<file path="src/design/tmsq_pkg.sv">
// shared constants and types of the measurement sequencer
`default_nettype none
package tmsq_pkg;
    // register pages and offsets
    localparam logic [2:0] PAGE_CTRL = 3'h2;
    localparam logic [2:0] PAGE_MODE = 3'h4;
    localparam logic [5:0] OFS_FRAME_TYPE_SELECT = 6'h12;
    localparam logic [5:0] OFS_MODE_SELECT = 6'h15;
    localparam logic [5:0] OFS_SHUTTER_CONTROL = 6'h18;
    localparam logic [5:0] OFS_STATUS = 6'h15;
    localparam logic [5:0] OFS_RESULT_DATA = 6'h0c;
    // reset values
    localparam logic [7:0] RST_FRAME_TYPE_SELECT = 8'h00;
    localparam logic [2:0] RST_MODE_SELECT = 3'h0;
    // field positions
    localparam int SHUT_TRIG_BIT = 0;
    localparam int SHUT_AUTO_BIT = 1;
    localparam int STAT_RDY_BIT = 0;
    localparam int STAT_BUSY_BIT = 1;
    localparam int FTS_CNT_LO = 4;
    localparam int FTS_GRAY_LO = 6;
    localparam logic [1:0] FTS_GRAY_CODE = 2'h3;
    // timing, picoseconds as printed, cycles rounded up
    localparam int CLK_PS = 20000;
    localparam int INIT_PS = 18000000;
    localparam int PROC_PS = 38750000;
    localparam int CONV_PS = 15625000;
    localparam int INIT_CYC = (INIT_PS + CLK_PS - 1) / CLK_PS;
    localparam int PROC_CYC = (PROC_PS + CLK_PS - 1) / CLK_PS;
    localparam int CONV_CYC = (CONV_PS + CLK_PS - 1) / CLK_PS;
    // buffer geometry
    localparam int FIFO_W = 8;
    localparam int FIFO_D = 16;
    localparam int HDR_PASSES = 8;

    typedef enum logic [2:0] {
        MODE_FULL_DEPTH_IMAGER,
        MODE_LOW_NOISE_RANGEFINDER,
        MODE_FAST_SENSITIVE_RANGEFINDER,
        MODE_HIGH_DYNAMIC_RANGEFINDER,
        MODE_FULL_GRAY_IMAGER,
        MODE_BINNED_GRAY_IMAGER
    } tmsq_mode_t;

    // double-rows per frame
    function automatic logic [3:0] groups_of(input tmsq_mode_t m);
        case (m)
            MODE_FULL_DEPTH_IMAGER, MODE_FULL_GRAY_IMAGER: groups_of = 4'h8;
            MODE_BINNED_GRAY_IMAGER: groups_of = 4'h2;
            default: groups_of = 4'h1;
        endcase
    endfunction : groups_of

    // half-row conversions summed into one group
    function automatic logic [3:0] convs_of(input tmsq_mode_t m);
        case (m)
            MODE_LOW_NOISE_RANGEFINDER,
            MODE_HIGH_DYNAMIC_RANGEFINDER: convs_of = 4'h8;
            default: convs_of = 4'h1;
        endcase
    endfunction : convs_of

    // result bytes per group
    function automatic logic [3:0] bytes_of(input tmsq_mode_t m);
        case (m)
            MODE_LOW_NOISE_RANGEFINDER: bytes_of = 4'h3;
            MODE_FAST_SENSITIVE_RANGEFINDER,
            MODE_HIGH_DYNAMIC_RANGEFINDER: bytes_of = 4'h2;
            default: bytes_of = 4'hc;
        endcase
    endfunction : bytes_of

    // result width in bits
    function automatic logic [4:0] width_of(input tmsq_mode_t m);
        case (m)
            MODE_LOW_NOISE_RANGEFINDER: width_of = 5'h12;
            MODE_FAST_SENSITIVE_RANGEFINDER: width_of = 5'h0e;
            MODE_HIGH_DYNAMIC_RANGEFINDER: width_of = 5'h0f;
            default: width_of = 5'h0c;
        endcase
    endfunction : width_of
endpackage : tmsq_pkg
`default_nettype wire

</file>
<file path="src/design/tmsq_fifo.sv">
// result byte fifo between conversion and register readout
`default_nettype none
module tmsq_fifo #(
    parameter int W = 8,
    parameter int D = 16
) (
    // clock and reset
    input wire logic clk,
    input wire logic resetn,
    // fill side
    input wire logic in_valid,
    output logic in_ready,
    input wire logic [W-1:0] in_data,
    // drain side
    output logic out_valid,
    input wire logic out_ready,
    output logic [W-1:0] out_data,
    output logic [$clog2(D):0] count
);
    localparam int AW = $clog2(D);
    logic [W-1:0] mem_r [D];
    logic [AW-1:0] wp_r;
    logic [AW-1:0] rp_r;
    logic [AW:0] cnt_r;
    wire do_push = in_valid && in_ready;
    wire do_pop = out_valid && out_ready;

    assign in_ready = (cnt_r != (AW+1)'(D)) || out_ready;
    assign out_valid = cnt_r != '0;
    assign out_data = mem_r[rp_r];
    assign count = cnt_r;

    always_ff @(posedge clk) begin
        if (do_push) begin
            mem_r[wp_r] <= in_data;
        end
    end

    always_ff @(posedge clk or negedge resetn) begin
        if (!resetn) begin
            wp_r <= '0;
            rp_r <= '0;
            cnt_r <= '0;
        end else begin
            wp_r <= do_push ? wp_r + 1'b1 : wp_r;
            rp_r <= do_pop ? rp_r + 1'b1 : rp_r;
            cnt_r <= cnt_r + (AW+1)'(do_push) - (AW+1)'(do_pop);
        end
    end
endmodule : tmsq_fifo
`default_nettype wire

</file>
<file path="src/design/tmsq_sequencer.sv">
// measurement sequencer: registers, frame timing and result buffering
`default_nettype none
// How it works
// - frame-type bits 5:4 cleared and 7:6 at 11 select grayscale.
// - with grayscale selected every trigger runs the selected mode with gray_frame raised.
// - switched grayscale results use the distance mode readout format.
// - switched grayscale runs exactly one frame per trigger.
// - next double-row converts while the previous one is read out.
// - first illumination 18 us after the trigger.
// - first row conversion 38.75 us after last illumination.
// - one half-row conversion takes 15.625 us.
// - full depth imager converts 125 us per frame, 12-bit results.
// - fast sensitive mode bins 4 pixels, 15.63 us, 14-bit result.
// - low noise mode sums 64 pixels into 18 bits in 125 us.
// - high dynamic mode always uses 8 integrations, 15-bit result.
// - binned gray imager bins 4 pixels, 12 bits, 31.25 us.
// - writing shutter bit 0 starts one cycle; frame-type bits 5:4 set frame count.
// - the trigger bit clears itself once taken.
// - next frame starts right after the last byte is read.
// - shutter bit 1 set means cycle follows cycle without stop.
// - trigger during last double-row readout of last frame reruns.
// - a continuing cycle starts with no idle gap.
// - data-ready marks one full double-row of results available.
module tmsq_sequencer (
    // clock and reset
    input wire logic clk,
    input wire logic resetn,
    // register port
    input wire logic reg_wr,
    input wire logic reg_rd,
    input wire logic [2:0] reg_page,
    input wire logic [5:0] reg_addr,
    input wire logic [7:0] reg_wdata,
    output logic [7:0] reg_rdata,
    // analog front end
    input wire logic [15:0] int_len,
    input wire logic [17:0] adc_sample,
    output logic illum_en,
    output logic conv_active,
    output logic gray_frame,
    // status pins
    output logic data_rdy,
    output logic busy
);
    typedef enum {
        ST_IDLE, ST_INIT, ST_INTEG, ST_PROC, ST_CONV, ST_PUSH, ST_DRAIN
    } tmsq_state_t;

    tmsq_state_t state_r, state_nxt;
    logic [7:0] fts_r;
    logic [2:0] mode_sel_r;
    logic trig_r, auto_r;
    tmsq_pkg::tmsq_mode_t cur_mode_r;
    logic cur_gray_r;
    logic [2:0] frames_left_r;
    logic [15:0] cnt_r;
    logic [3:0] pass_r, conv_r, group_r, byte_r, rd_byte_r;
    logic [1:0] rdy_groups_r;
    logic [23:0] acc_r;
    logic [7:0] reg_rdata_r;

    // register decode
    wire hit_fts = reg_page == tmsq_pkg::PAGE_MODE &&
        reg_addr == tmsq_pkg::OFS_FRAME_TYPE_SELECT;
    wire hit_mode = reg_page == tmsq_pkg::PAGE_MODE &&
        reg_addr == tmsq_pkg::OFS_MODE_SELECT;
    wire hit_shut = reg_page == tmsq_pkg::PAGE_CTRL &&
        reg_addr == tmsq_pkg::OFS_SHUTTER_CONTROL;
    wire hit_stat = reg_page == tmsq_pkg::PAGE_CTRL &&
        reg_addr == tmsq_pkg::OFS_STATUS;
    wire hit_data = reg_page == tmsq_pkg::PAGE_CTRL &&
        reg_addr == tmsq_pkg::OFS_RESULT_DATA;
    wire wr_shut = reg_wr && hit_shut;
    wire wr_trig = wr_shut && reg_wdata[tmsq_pkg::SHUT_TRIG_BIT];

    // fifo hookup
    logic fifo_in_ready, fifo_out_valid;
    logic [7:0] fifo_out_data, push_byte;
    logic [4:0] fifo_count;
    wire pop = reg_rd && hit_data && fifo_out_valid;
    wire push = state_r == ST_PUSH;
    wire push_take = push && fifo_in_ready;

    tmsq_fifo #(.W(tmsq_pkg::FIFO_W), .D(tmsq_pkg::FIFO_D)) u_fifo (
        .clk(clk),
        .resetn(resetn),
        .in_valid(push),
        .in_ready(fifo_in_ready),
        .in_data(push_byte),
        .out_valid(fifo_out_valid),
        .out_ready(pop),
        .out_data(fifo_out_data),
        .count(fifo_count)
    );

    // per-mode geometry of the running cycle
    wire [3:0] n_groups = tmsq_pkg::groups_of(cur_mode_r);
    wire [3:0] n_convs = tmsq_pkg::convs_of(cur_mode_r);
    wire [3:0] n_bytes = tmsq_pkg::bytes_of(cur_mode_r);
    wire [4:0] res_w = tmsq_pkg::width_of(cur_mode_r);
    wire [3:0] n_passes = cur_mode_r ==
        tmsq_pkg::MODE_HIGH_DYNAMIC_RANGEFINDER ?
        4'(tmsq_pkg::HDR_PASSES) : 4'h1;

    // frame count and grayscale switch sampled at cycle start
    wire [1:0] fts_cnt = fts_r[tmsq_pkg::FTS_CNT_LO +: 2];
    wire fts_gray = fts_cnt == 2'h0 &&
        fts_r[tmsq_pkg::FTS_GRAY_LO +: 2] == tmsq_pkg::FTS_GRAY_CODE;
    wire [2:0] frames_sel = fts_gray ? 3'h0 :
        fts_cnt == 2'h0 ? 3'h3 : fts_cnt == 2'h1 ? 3'h1 : 3'h0;
    wire gray_mode = cur_mode_r == tmsq_pkg::MODE_FULL_GRAY_IMAGER ||
        cur_mode_r == tmsq_pkg::MODE_BINNED_GRAY_IMAGER;

    // result word clipped to the mode width; 12-bit packs msb,nibbles,msb
    wire [23:0] res_mask = (24'h1 << res_w) - 24'h1;
    wire [23:0] res = acc_r & res_mask;
    wire [1:0] b3 = 2'(byte_r % 4'h3);
    wire [3:0] b_rem = n_bytes - 4'h1 - byte_r;
    wire [7:0] wide_byte = 8'(res >> {b_rem[1:0], 3'h0});
    wire [7:0] twelve_byte = b3 == 2'h1 ? {res[3:0], res[3:0]} : res[11:4];
    assign push_byte = res_w == 5'h0c ? twelve_byte : wide_byte;

    // phase ends
    wire init_done = cnt_r == 16'(tmsq_pkg::INIT_CYC - 1);
    wire integ_done = cnt_r == int_len;
    wire proc_done = cnt_r == 16'(tmsq_pkg::PROC_CYC - 1);
    wire conv_done = cnt_r == 16'(tmsq_pkg::CONV_CYC - 1);
    wire last_byte = byte_r == n_bytes - 4'h1;
    wire last_group = group_r == n_groups - 4'h1;
    wire drained = fifo_count == 5'h0 && rdy_groups_r == 2'h0;
    wire last_read = state_r == ST_DRAIN && frames_left_r == 3'h0;
    wire start_idle = state_r == ST_IDLE && (trig_r || auto_r);
    wire cycle_end = state_r == ST_DRAIN && drained && frames_left_r == 3'h0;
    wire restart = cycle_end && (trig_r || auto_r);
    wire take_trig = start_idle || restart;
    wire rd_last = pop && rd_byte_r == n_bytes - 4'h1;
    wire grp_pushed = push_take && last_byte;

    always_comb begin
        state_nxt = state_r;
        case (state_r)
            ST_IDLE: state_nxt = start_idle ? ST_INIT : ST_IDLE;
            ST_INIT: state_nxt = init_done ? ST_INTEG : ST_INIT;
            ST_INTEG: state_nxt = integ_done && pass_r == n_passes - 4'h1 ?
                ST_PROC : ST_INTEG;
            ST_PROC: state_nxt = proc_done ? ST_CONV : ST_PROC;
            ST_CONV: state_nxt = conv_done && conv_r == n_convs - 4'h1 ?
                ST_PUSH : ST_CONV;
            // next group converts while the host still reads
            ST_PUSH: state_nxt = !grp_pushed ? ST_PUSH :
                last_group ? ST_DRAIN : ST_CONV;
            ST_DRAIN: begin
                if (drained && frames_left_r != 3'h0) begin
                    state_nxt = ST_INTEG;
                end else if (restart) begin
                    state_nxt = ST_INIT;
                end else if (cycle_end) begin
                    state_nxt = ST_IDLE;
                end
            end
            default: state_nxt = ST_IDLE;
        endcase
    end

    // counters restart on every state change
    wire [15:0] cnt_nxt = state_nxt != state_r ? 16'h0 :
        state_r == ST_INTEG && integ_done ? 16'h0 :
        state_r == ST_CONV && conv_done ? 16'h0 : cnt_r + 16'h1;

    always_ff @(posedge clk or negedge resetn) begin
        if (!resetn) begin
            state_r <= ST_IDLE;
            cnt_r <= '0;
        end else begin
            state_r <= state_nxt;
            cnt_r <= cnt_nxt;
        end
    end

    // registers written by the host
    always_ff @(posedge clk or negedge resetn) begin
        if (!resetn) begin
            fts_r <= tmsq_pkg::RST_FRAME_TYPE_SELECT;
            mode_sel_r <= tmsq_pkg::RST_MODE_SELECT;
            auto_r <= 1'b0;
        end else begin
            if (reg_wr && hit_fts) begin
                fts_r <= reg_wdata;
            end
            if (reg_wr && hit_mode) begin
                mode_sel_r <= reg_wdata[2:0];
            end
            if (wr_shut) begin
                auto_r <= reg_wdata[tmsq_pkg::SHUT_AUTO_BIT];
            end
        end
    end

    // trigger kept only when idle or in the last readout; write beats clear
    always_ff @(posedge clk or negedge resetn) begin
        if (!resetn) begin
            trig_r <= 1'b0;
        end else if (wr_trig && (state_r == ST_IDLE || last_read)) begin
            trig_r <= 1'b1;
        end else if (take_trig) begin
            trig_r <= 1'b0;
        end
    end

    // cycle set-up; selections frozen for the whole cycle
    always_ff @(posedge clk or negedge resetn) begin
        if (!resetn) begin
            cur_mode_r <= tmsq_pkg::MODE_FULL_DEPTH_IMAGER;
            cur_gray_r <= 1'b0;
            frames_left_r <= '0;
        end else if (take_trig) begin
            // unknown codes fall back to the full depth imager
            cur_mode_r <= mode_sel_r > 3'h5 ?
                tmsq_pkg::MODE_FULL_DEPTH_IMAGER :
                tmsq_pkg::tmsq_mode_t'(mode_sel_r);
            cur_gray_r <= fts_gray;
            frames_left_r <= frames_sel;
        end else if (state_r == ST_DRAIN && drained &&
                frames_left_r != 3'h0) begin
            frames_left_r <= frames_left_r - 3'h1;
        end
    end

    // pass, conversion, group and byte counters
    always_ff @(posedge clk or negedge resetn) begin
        if (!resetn) begin
            pass_r <= '0;
            conv_r <= '0;
            group_r <= '0;
            byte_r <= '0;
            acc_r <= '0;
        end else begin
            if (state_r != ST_INTEG) begin
                pass_r <= '0;
            end else if (integ_done) begin
                pass_r <= pass_r + 4'h1;
            end
            if (state_r == ST_CONV && conv_done) begin
                conv_r <= conv_r + 4'h1;
                acc_r <= acc_r + {6'h0, adc_sample};
            end else if (state_r == ST_PUSH) begin
                conv_r <= '0;
                if (grp_pushed) begin
                    acc_r <= '0;
                end
            end
            if (state_r == ST_INTEG) begin
                group_r <= '0;
            end else if (grp_pushed) begin
                group_r <= group_r + 4'h1;
            end
            if (grp_pushed) begin
                byte_r <= '0;
            end else if (push_take) begin
                byte_r <= byte_r + 4'h1;
            end
        end
    end

    // readable groups: one is added when pushed, dropped on its last read
    always_ff @(posedge clk or negedge resetn) begin
        if (!resetn) begin
            rdy_groups_r <= '0;
            rd_byte_r <= '0;
        end else begin
            rdy_groups_r <= rdy_groups_r + 2'(grp_pushed) - 2'(rd_last);
            if (rd_last) begin
                rd_byte_r <= '0;
            end else if (pop) begin
                rd_byte_r <= rd_byte_r + 4'h1;
            end
        end
    end

    // register read data
    wire [7:0] status_val = {6'h0, state_r != ST_IDLE, rdy_groups_r != 2'h0};
    wire [7:0] shut_val = {6'h0, auto_r, trig_r};
    wire [7:0] rd_val = hit_fts ? fts_r :
        hit_mode ? {5'h0, mode_sel_r} :
        hit_shut ? shut_val :
        hit_stat ? status_val :
        hit_data && fifo_out_valid ? fifo_out_data : 8'h00;

    always_ff @(posedge clk or negedge resetn) begin
        if (!resetn) begin
            reg_rdata_r <= '0;
        end else if (reg_rd) begin
            reg_rdata_r <= rd_val;
        end
    end

    assign reg_rdata = reg_rdata_r;
    assign illum_en = state_r == ST_INTEG;
    assign conv_active = state_r == ST_CONV;
    assign gray_frame = state_r != ST_IDLE && (cur_gray_r || gray_mode);
    assign data_rdy = rdy_groups_r != 2'h0;
    assign busy = state_r != ST_IDLE;

    // checks; dwell kept apart from cnt_r so repeated conversions count as one phase
    logic [15:0] dwell_r;
    always_ff @(posedge clk or negedge resetn) begin
        if (!resetn) begin
            dwell_r <= '0;
        end else begin
            dwell_r <= state_nxt != state_r ? 16'h0 : dwell_r + 16'h1;
        end
    end

    AST_TRIG_CLEAR: assert property (
        @(posedge clk) disable iff (!resetn)
        start_idle && !wr_trig |=> !trig_r)
        else $error("trigger bit not cleared after start");
    AST_INIT_TIME: assert property (
        @(posedge clk) disable iff (!resetn)
        state_r == ST_INIT && state_nxt != ST_INIT |->
        state_nxt == ST_INTEG && dwell_r == 16'(tmsq_pkg::INIT_CYC - 1))
        else $error("illumination not 18 us after trigger");
    AST_PROC_TIME: assert property (
        @(posedge clk) disable iff (!resetn)
        state_r == ST_PROC && state_nxt != ST_PROC |->
        state_nxt == ST_CONV && dwell_r == 16'(tmsq_pkg::PROC_CYC - 1))
        else $error("processing delay wrong");
    AST_CONV_TIME: assert property (
        @(posedge clk) disable iff (!resetn)
        state_r == ST_CONV && conv_done |->
        dwell_r + 16'h1 == 16'(tmsq_pkg::CONV_CYC) * (16'(conv_r) + 16'h1))
        else $error("half row conversion time wrong");
    AST_GRAY_ONE: assert property (
        @(posedge clk) disable iff (!resetn)
        take_trig && fts_gray |=> frames_left_r == 3'h0)
        else $error("switched grayscale runs more than one frame");
    AST_NEXT_FRAME: assert property (
        @(posedge clk) disable iff (!resetn)
        state_r == ST_DRAIN && drained && frames_left_r != 3'h0 |=>
        state_r == ST_INTEG && illum_en)
        else $error("next frame not started after readout");
    AST_CONTINUE: assert property (
        @(posedge clk) disable iff (!resetn)
        cycle_end && auto_r |=> state_r == ST_INIT && busy)
        else $error("continuous cycle not restarted at once");
    AST_READY_FULL: assert property (
        @(posedge clk) disable iff (!resetn)
        grp_pushed |=> data_rdy && fifo_count >= 5'(n_bytes))
        else $error("data ready without a full double-row");
    AST_MODE_HELD: assert property (
        @(posedge clk) disable iff (!resetn)
        busy && !$past(take_trig) && $past(busy) |-> $stable(cur_mode_r))
        else $error("mode changed inside a cycle");
endmodule : tmsq_sequencer
`default_nettype wire

</file>
<file path="config.mk">
export PLATFORM = sky130hd
export DESIGN_NAME = tmsq_sequencer
export DESIGN_NICKNAME = d
export VERILOG_FILES = /design/src/design/tmsq_pkg.sv /design/src/design/tmsq_fifo.sv /design/src/design/tmsq_sequencer.sv
export SDC_FILE = /design/constraint.sdc
export NUM_CORES = 1
export LEC_CHECK = 0
export ABC_AREA = 1
export BUFFER_PORTS_ARGS = -buffer_cell sky130_fd_sc_hd__buf_2
export CORE_MARGIN = 2
export CORE_UTILIZATION = 46
export CTS_BUF_LIST = sky130_fd_sc_hd__clkbuf_16
export DETAILED_ROUTE_END_ITERATION = 12
export PLACE_DENSITY = 0.67
export SYNTH_ARGS = -nofsm -noshare
export SYNTH_HDL_FRONTEND = slang
export SYNTH_SLANG_ARGS = --single-unit
</file>
<file path="constraint.sdc">
create_clock -name clk -period 3.46 [get_ports clk]
set_input_delay 0.346 -clock clk [delete_from_list [all_inputs] [get_ports clk]]
set_output_delay 0.346 -clock clk [all_outputs]
set_load 0.005 [all_outputs]
</file>
Word level (Yosys, flattened, before mapping)
Memories as Yosys holds them, arrays and structs flattened.
Cells that the tools add are included.
W data, S select, Z words.
{"block": "totals", "out_inout_bits": 13, "regBits": 135, "word_cells": 192, "in_bits": 55, "mem_count": 1, "mem_bits_rw": 128}
{"block": "classes", "n_shift": 2, "reduce_logical": 60, "eq_ne": 37, "n_bitwise": 1, "n_mux": 49, "div_mod_pow": 1, "magnitude_cmp": 1, "n_addsub": 20}
{"name": "u_fifo.mem_r", "depth": 16, "width": 8, "read_ports": 1, "rd_clocked_by_memory_dff": 0, "wr": 1, "line": "tmsq_fifo.sv:21", "text": "logic [W-1:0] mem_r [D];"}
{"op": "$pmux W32 S7", "count": 1}
{"op": "$eq A32 B3 Y1 const B", "count": 4}
{"op": "$eq A32 B4 Y1 const B", "count": 3}
{"op": "$mux W32", "count": 3}
{"op": "$mux W24", "count": 3}
{"op": "$eq A32 B2 Y1 const B", "count": 2}
{"op": "$logic_not A32 Y1", "count": 2}
{"op": "$mux W8", "count": 7}
{"op": "$mux W16", "count": 3}
{"op": "$mux W4", "count": 12}
{"op": "$eq A16 B10 Y1 const B", "count": 2}
{"op": "$eq A32 B1 Y1 const B", "count": 1}
{"op": "$ne A32 B3 Y1 const B", "count": 1}
{"op": "$ne A32 B32 Y1", "count": 1}
{"op": "$reduce_bool A32 Y1", "count": 1}
{"op": "$logic_and A1 B1 Y1", "count": 31}
{"op": "$add A4 B1 Y4 const B", "count": 7}
{"op": "$add A24 B18 Y24", "count": 1}
{"op": "$and A24 B24 Y24", "count": 1}
{"op": "$shl A1 B5 Y24 const A", "count": 1}
{"op": "$shr A24 B5 Y8", "count": 1}
{"op": "$sub A24 B1 Y24 const B", "count": 1}
{"op": "$eq A4 B4 Y1", "count": 5}
{"op": "$eq A6 B5 Y1 const B", "count": 3}
{"op": "34 further kinds", "count": 74}

Logic depth before layout (Yosys ltp)
{"block": "logic_depth", "depth_word": 11, "ltp_mapped": 18, "mapped_depth_nobuf": 18}

By module
From an unflattened synthesis, not the netlist that was laid out.
{"block": "hier_totals", "cells_unflattened": 1671, "area_unflattened_um2": 13934.6}
{"mod": "tmsq_sequencer", "seq_area_each_um2": 2902.8, "cells_each": 1046, "area_per_inst_um2": 7672.4, "instances": 1}
{"mod": "tmsq_fifo", "seq_area_each_um2": 4169.0, "cells_each": 625, "area_per_inst_um2": 6262.3, "instances": 1}

Least setup slack after synthesis
Ideal clock, no wire load.
{"block": "synth_path", "path_kind": "register -> register", "from": "register byte_r[3]", "to": "memory u_fifo.mem_r[0][0] (data pin)", "setup_ns": 0.302, "n_path_buf": 0, "t_required_ns": 3.158, "period_less_slack_ns": 2.792, "arrival_time_ns": 2.489, "slack_ns": 0.668, "stages_incl_launch_ff": 15, "cell_sequence": "dfrtp_1 > inv_1 > nand2_1 > inv_1 > ha_1 > inv_1 > ha_1 > o21ai_0 > xor2_1 > ha_1 > o21ai_0 > nand2_1 > clkinv_1 > nand2_1 > a31oi_1"}
{"block": "synth_via", "elab_chain_len": 4}
{"element": "start: declaration", "line": "tmsq_sequencer.sv:57", "text": "logic [3:0] pass_r, conv_r, group_r, byte_r, rd_byte_r;"}
{"element": "start signal: assignment", "line": "tmsq_sequencer.sv:260", "text": "byte_r <= byte_r + 4'h1;"}
{"element": "$mod A4 B2 Y4", "line": "tmsq_sequencer.sv:117", "text": "wire [1:0] b3 = 2'(byte_r % 4'h3);"}
{"element": "$eq A2 B1 Y1", "line": "tmsq_sequencer.sv:120", "text": "wire [7:0] twelve_byte = b3 == 2'h1 ? {res[3:0], res[3:0]} : res[11:4];"}
{"element": "$mux W8", "line": "tmsq_sequencer.sv:120"}
{"element": "$mux W8", "line": "tmsq_sequencer.sv:121", "text": "assign push_byte = res_w == 5'h0c ? twelve_byte : wide_byte;"}
{"element": "via push_byte[0]", "line": "tmsq_sequencer.sv:78", "text": "logic [7:0] fifo_out_data, push_byte;"}
{"element": "end: declaration", "line": "tmsq_fifo.sv:21"}
The timed path passes the listed nets, and every way through them passes these cells.

Worst setup path in the final report
{"block": "layout_path", "from": "register byte_r[3]", "to": "memory u_fifo.mem_r[14][1] (data pin)"}
Same word-level chain as after synthesis.

==> out/metrics.yaml <==
yosys:
  synth_ff_type: "dfrtp_1"
  ys_types: 58
  yosys-top-cells-count: "nand2_1 (310), nor2_1 (148), inv_1 (134), dfrtp_1 (129), edfxtp_1 (128)"
  synth_seq_cells: 257
  ys.warnings.count: 0
  synth.mux.area_fraction_pct: 0.336
  yosys.area_share.adder_pct: 4.50
  synthTopCellsByArea: "edfxtp_1 (29%), dfrtp_1 (24%), nand2_1 (8.7%), ha_1 (4.2%), nor2_1 (4.1%)"
  synth_compound_area_share_pct: 11.0
  yosysMostFrequentCell: "nand2_1"
  synth_top_cell_area_share_pct: 28.7
  avgSynthCellArea_sq_um: 9.19
  synthXorXnorAreaFrac_pct: 3.00
  synth_edf_count: 128
  postSynth.asyncResetShare_pct: 50.2
  synth_area_leader_cell: "edfxtp_1"
  synth_seq_area_share_pct: 52.8
  synth_top_family_by_area: "simple AND/OR/NAND/NOR gates"
  synth-simple-area-share_pct: 22.9
  netlist_instances: 1458
  syn_area_sq_mm: 0.0134
run:
  max_cap_viol_count: 0
layout:
  antenna_cells: 0
  drive_above_1_share_pct: 13.6
  nets: 1682
  fillers: 2626
  area_delta_synth_final_pct: 14.3
  register_area_sq_mm: 0.00707
  multi_input_area_sq_mm: 0.00573
  finalInstanceArea_sq_mm: 0.0153
clock_network:
  tritoncts: "done"
  clk_latency_ns: 0.54
  htreeDepth: 1
  clk_path_buf_depth: 3
  cts.sinks: 257
  cts-root-buf: "clkbuf_16"
  cts.clk_slew.worst_paths_ns: 0.06
  cts_made_buffers: 28
setup_path:
  start_kind: "flop"
  criticalPathCategory: "flop to flop"
  crit_required_ns: 3.68
  slowest_stage: "a31oi_2"
  critPathMaxFanout: 16
  r2r_slack_ns: 0.32
  max_stage_delay_ns: 0.64
  crit_chain: "inv_1, nand2_1, inv_1, ha_1, inv_1, ha_1, o21ai_0, xor2_1, ha_1, o21ai_0, nand2_1, clkinv_1, nand3_1, a31oi_2"
  r2r-end: "u_fifo.mem_r[14][1]"
  reg2regPathDepth: 14
  cp-endpoint: "u_fifo.mem_r[14][1]"
  cp-end-kind: "flop"
  critPathLaunch: "byte_r[3]"
  critPathArrivalTime_ns: 3.36
  r2r-start: "byte_r[3]"
run_status:
  status: "complete, no violations"
pwr:
  p_sw_mw: 1.49
  p_leak_nw: 6.68
  p_per_area_mw_per_mm2: 428
  internal_power_mw: 5.06
  p_comb_share_pct: 6.4
  clockPowerShare_pct: 43.3
  switching_share_pct: 22.7
  p_total_mw: 6.56
  power_frac_seq_pct: 50.2
  ir_worst_vdd_mv: 0.334
floorplanning:
  dieArea_sq_mm: 0.0305
  io_pins: 68
  core_sq_mm: 0.0287
  start_util_pct: 46.7
  fp.dieW_um: 175
  num_rows: 62
  dieHeight_um: 175
routing:
  post-route-drc-count: 0
  wl_um: 32500
  via_per_inst: 5.29
  vias: 10501
  drt-initial-drc-count: 876
  ant_nets: 0
  dr.pass1.iters: 5
  wl_per_cell_um: 16.4
sta:
  finalHoldViolations: 0
  slew_headroom_pct: 16.5
  fmax_mhz: 318
  hold_ws_ns: 0.0386
  tightest_slew_ns: 1.24
  layout_min_cycle_time_ns: 3.14
  rsz0062_at_grt: "false"
  finClkSkew_ns: 0.0179
  fin_setup_tns_ns: 0
  timing.final.crit_share_pct: 90.8
  worst_slack_ns: 0.320
  setup_viol_count_final: 0
  drv_slew: 0
placed_design:
  place_area_sq_mm: 0.0144
  io_buffers: 67
  dpl_worst_slack_ns: 0.0465
  place_congestion: 0.873
  hpwlAfterDp_um: 22700
grt:
  globalRouteOverflowTotal: 0
  grt_first_pass_wirelength_um: 53000
  grt_pass1_vias: 10204
  grt_max_degree: 94
  antenna_found_initial: 0
  grt_usage_pct: 21.5
min_path:
  hp-class: "input port to flop"
final cells by class:
class                           count  area share [%]
Clock buffer                       29            4.74
Multi-Input combinational cell   1044            37.4
Timing Repair Buffer              100            3.86
Clock inverter                     21           0.980
Tap cell                          384            3.14
Sequential cell                   257            46.2
Inverter                          149            3.65
registers in the layout (all words and copies together) (netlist names), 2 cells and up:
register,cells
acc_r,18
u_fifo.count,5
reg_rdata,8
frames_left_r,3
u_fifo.rp_r,4
state_r,32
u_fifo.wp_r,4
u_fifo.mem_r,128
fts_r,8
rd_byte_r,4
group_r,4
cnt_r,16
mode_sel_r,3
pass_r,4
cur_mode_r,3
byte_r,4
conv_r,4
rdy_groups_r,2
worst min path at each step:
stage / from / end / slack (ns) / cells after the start
2_1_floorplan: resetn / acc_r[0] / 0.05 / 0
3_3_place_gp: fts_r[5] / cur_gray_r / 0.45 / 1
3_5_place_dp: fts_r[5] / cur_gray_r / 0.47 / 1
4_1_cts: reg_wdata[3] / fts_r[3] / 0.02 / 2
5_1_grt: reg_wdata[3] / fts_r[3] / 0.03 / 2
6_report: reg_wdata[3] / fts_r[3] / 0.04 / 2
cell families (layout without fill, tap and decap cells):
group | Yosys count | count (layout)
DFF | 257 | 257
other | 2 | 31
AOI/OAI and AO/OA | 255 | 255
adders and majority gates | 47 | 47
buffers and inverters | 186 | 299
xor gates and xnor gates | 45 | 45
and+or+nand+nor | 662 | 662
muxes | 4 | 4
power by group through the flow:
stage / combinational [mW] / clock, mW / sequential, mW
6_report: 0.420 / 2.84 / 3.29
5_1_grt: 0.484 / 3.02 / 3.30
4_1_cts: 0.421 / 2.90 / 3.29
3_5_place_dp: 0.417 / 0 / 3.35
3_3_place_gp: 0.409 / 0 / 3.35
2_1_floorplan: 0.272 / 0 / 3.34
metal layers:
layer | wire length [um] | vias up | track usage, % | share of wire [%]
met2 | 15600 | 291 | 36.2 | 48
met5 | 0 | - | 0 | 0
met1 | 14600 | 5007 | 30.1 | 45
met3 | 1830 | 38 | 2.68 | 5.6
met4 | 466 | 0 | 4.65 | 1.4
li1 | - | 5165 | - | -
layout by cell type, fill, tap and decap left out, types with 5 or more instances in the layout:
cell	n
o21ai_0	90
a21oi_1	93
dfrtp_1	128
a22oi_1	9
nand2_1	307
o22ai_1	9
nor3_1	16
conb_1	31
o211ai_1	8
nor2_2	7
ha_1	45
nand3_1	94
or2_2	6
inv_2	13
inv_1	139
nand4_1	24
nor2_1	148
edfxtp_1	128
nor4_1	6
a31oi_1	7
xor2_1	34
buf_2	66
o21bai_1	5
clkbuf_16	29
clkinv_1	9
nand2_2	12
nor2_4	16
xnor2_1	10
a221oi_1	12
buf_4	32
repair_timing:
| item | in CTS | in global routing |
|---|---|---|
| buffers inserted | 0 | 0 |
| hold endpoints to repair | 91 | 0 |
| resized for setup | 0 | 6 |
| hold buffers | 1 | 0 |
| setup endpoints to repair | 0 | 96 |
worst max-delay path, delay by kind of cell (launching register included):
family | cells | cell delay [ns]
buf+inv | 4 | 0.30
fa+ha+maj | 3 | 0.60
compound gates | 3 | 0.95
simple gates | 3 | 0.32
flops | 1 | 0.39
xor+xnor | 1 | 0.26
through the flow:
| stage | cells | utilization [%] |
|---|---|---|
| 2_1_floorplan | 1487 | - |
| 3_3_place_gp | 1933 | 50.2 |
| 3_5_place_dp | 1933 | 50.2 |
| 4_1_cts | 1984 | 53.3 |
| 5_1_grt | 1984 | 53.4 |
| 6_report | 1984 | 53.4 |
Power figures use the tool's default switching activity.
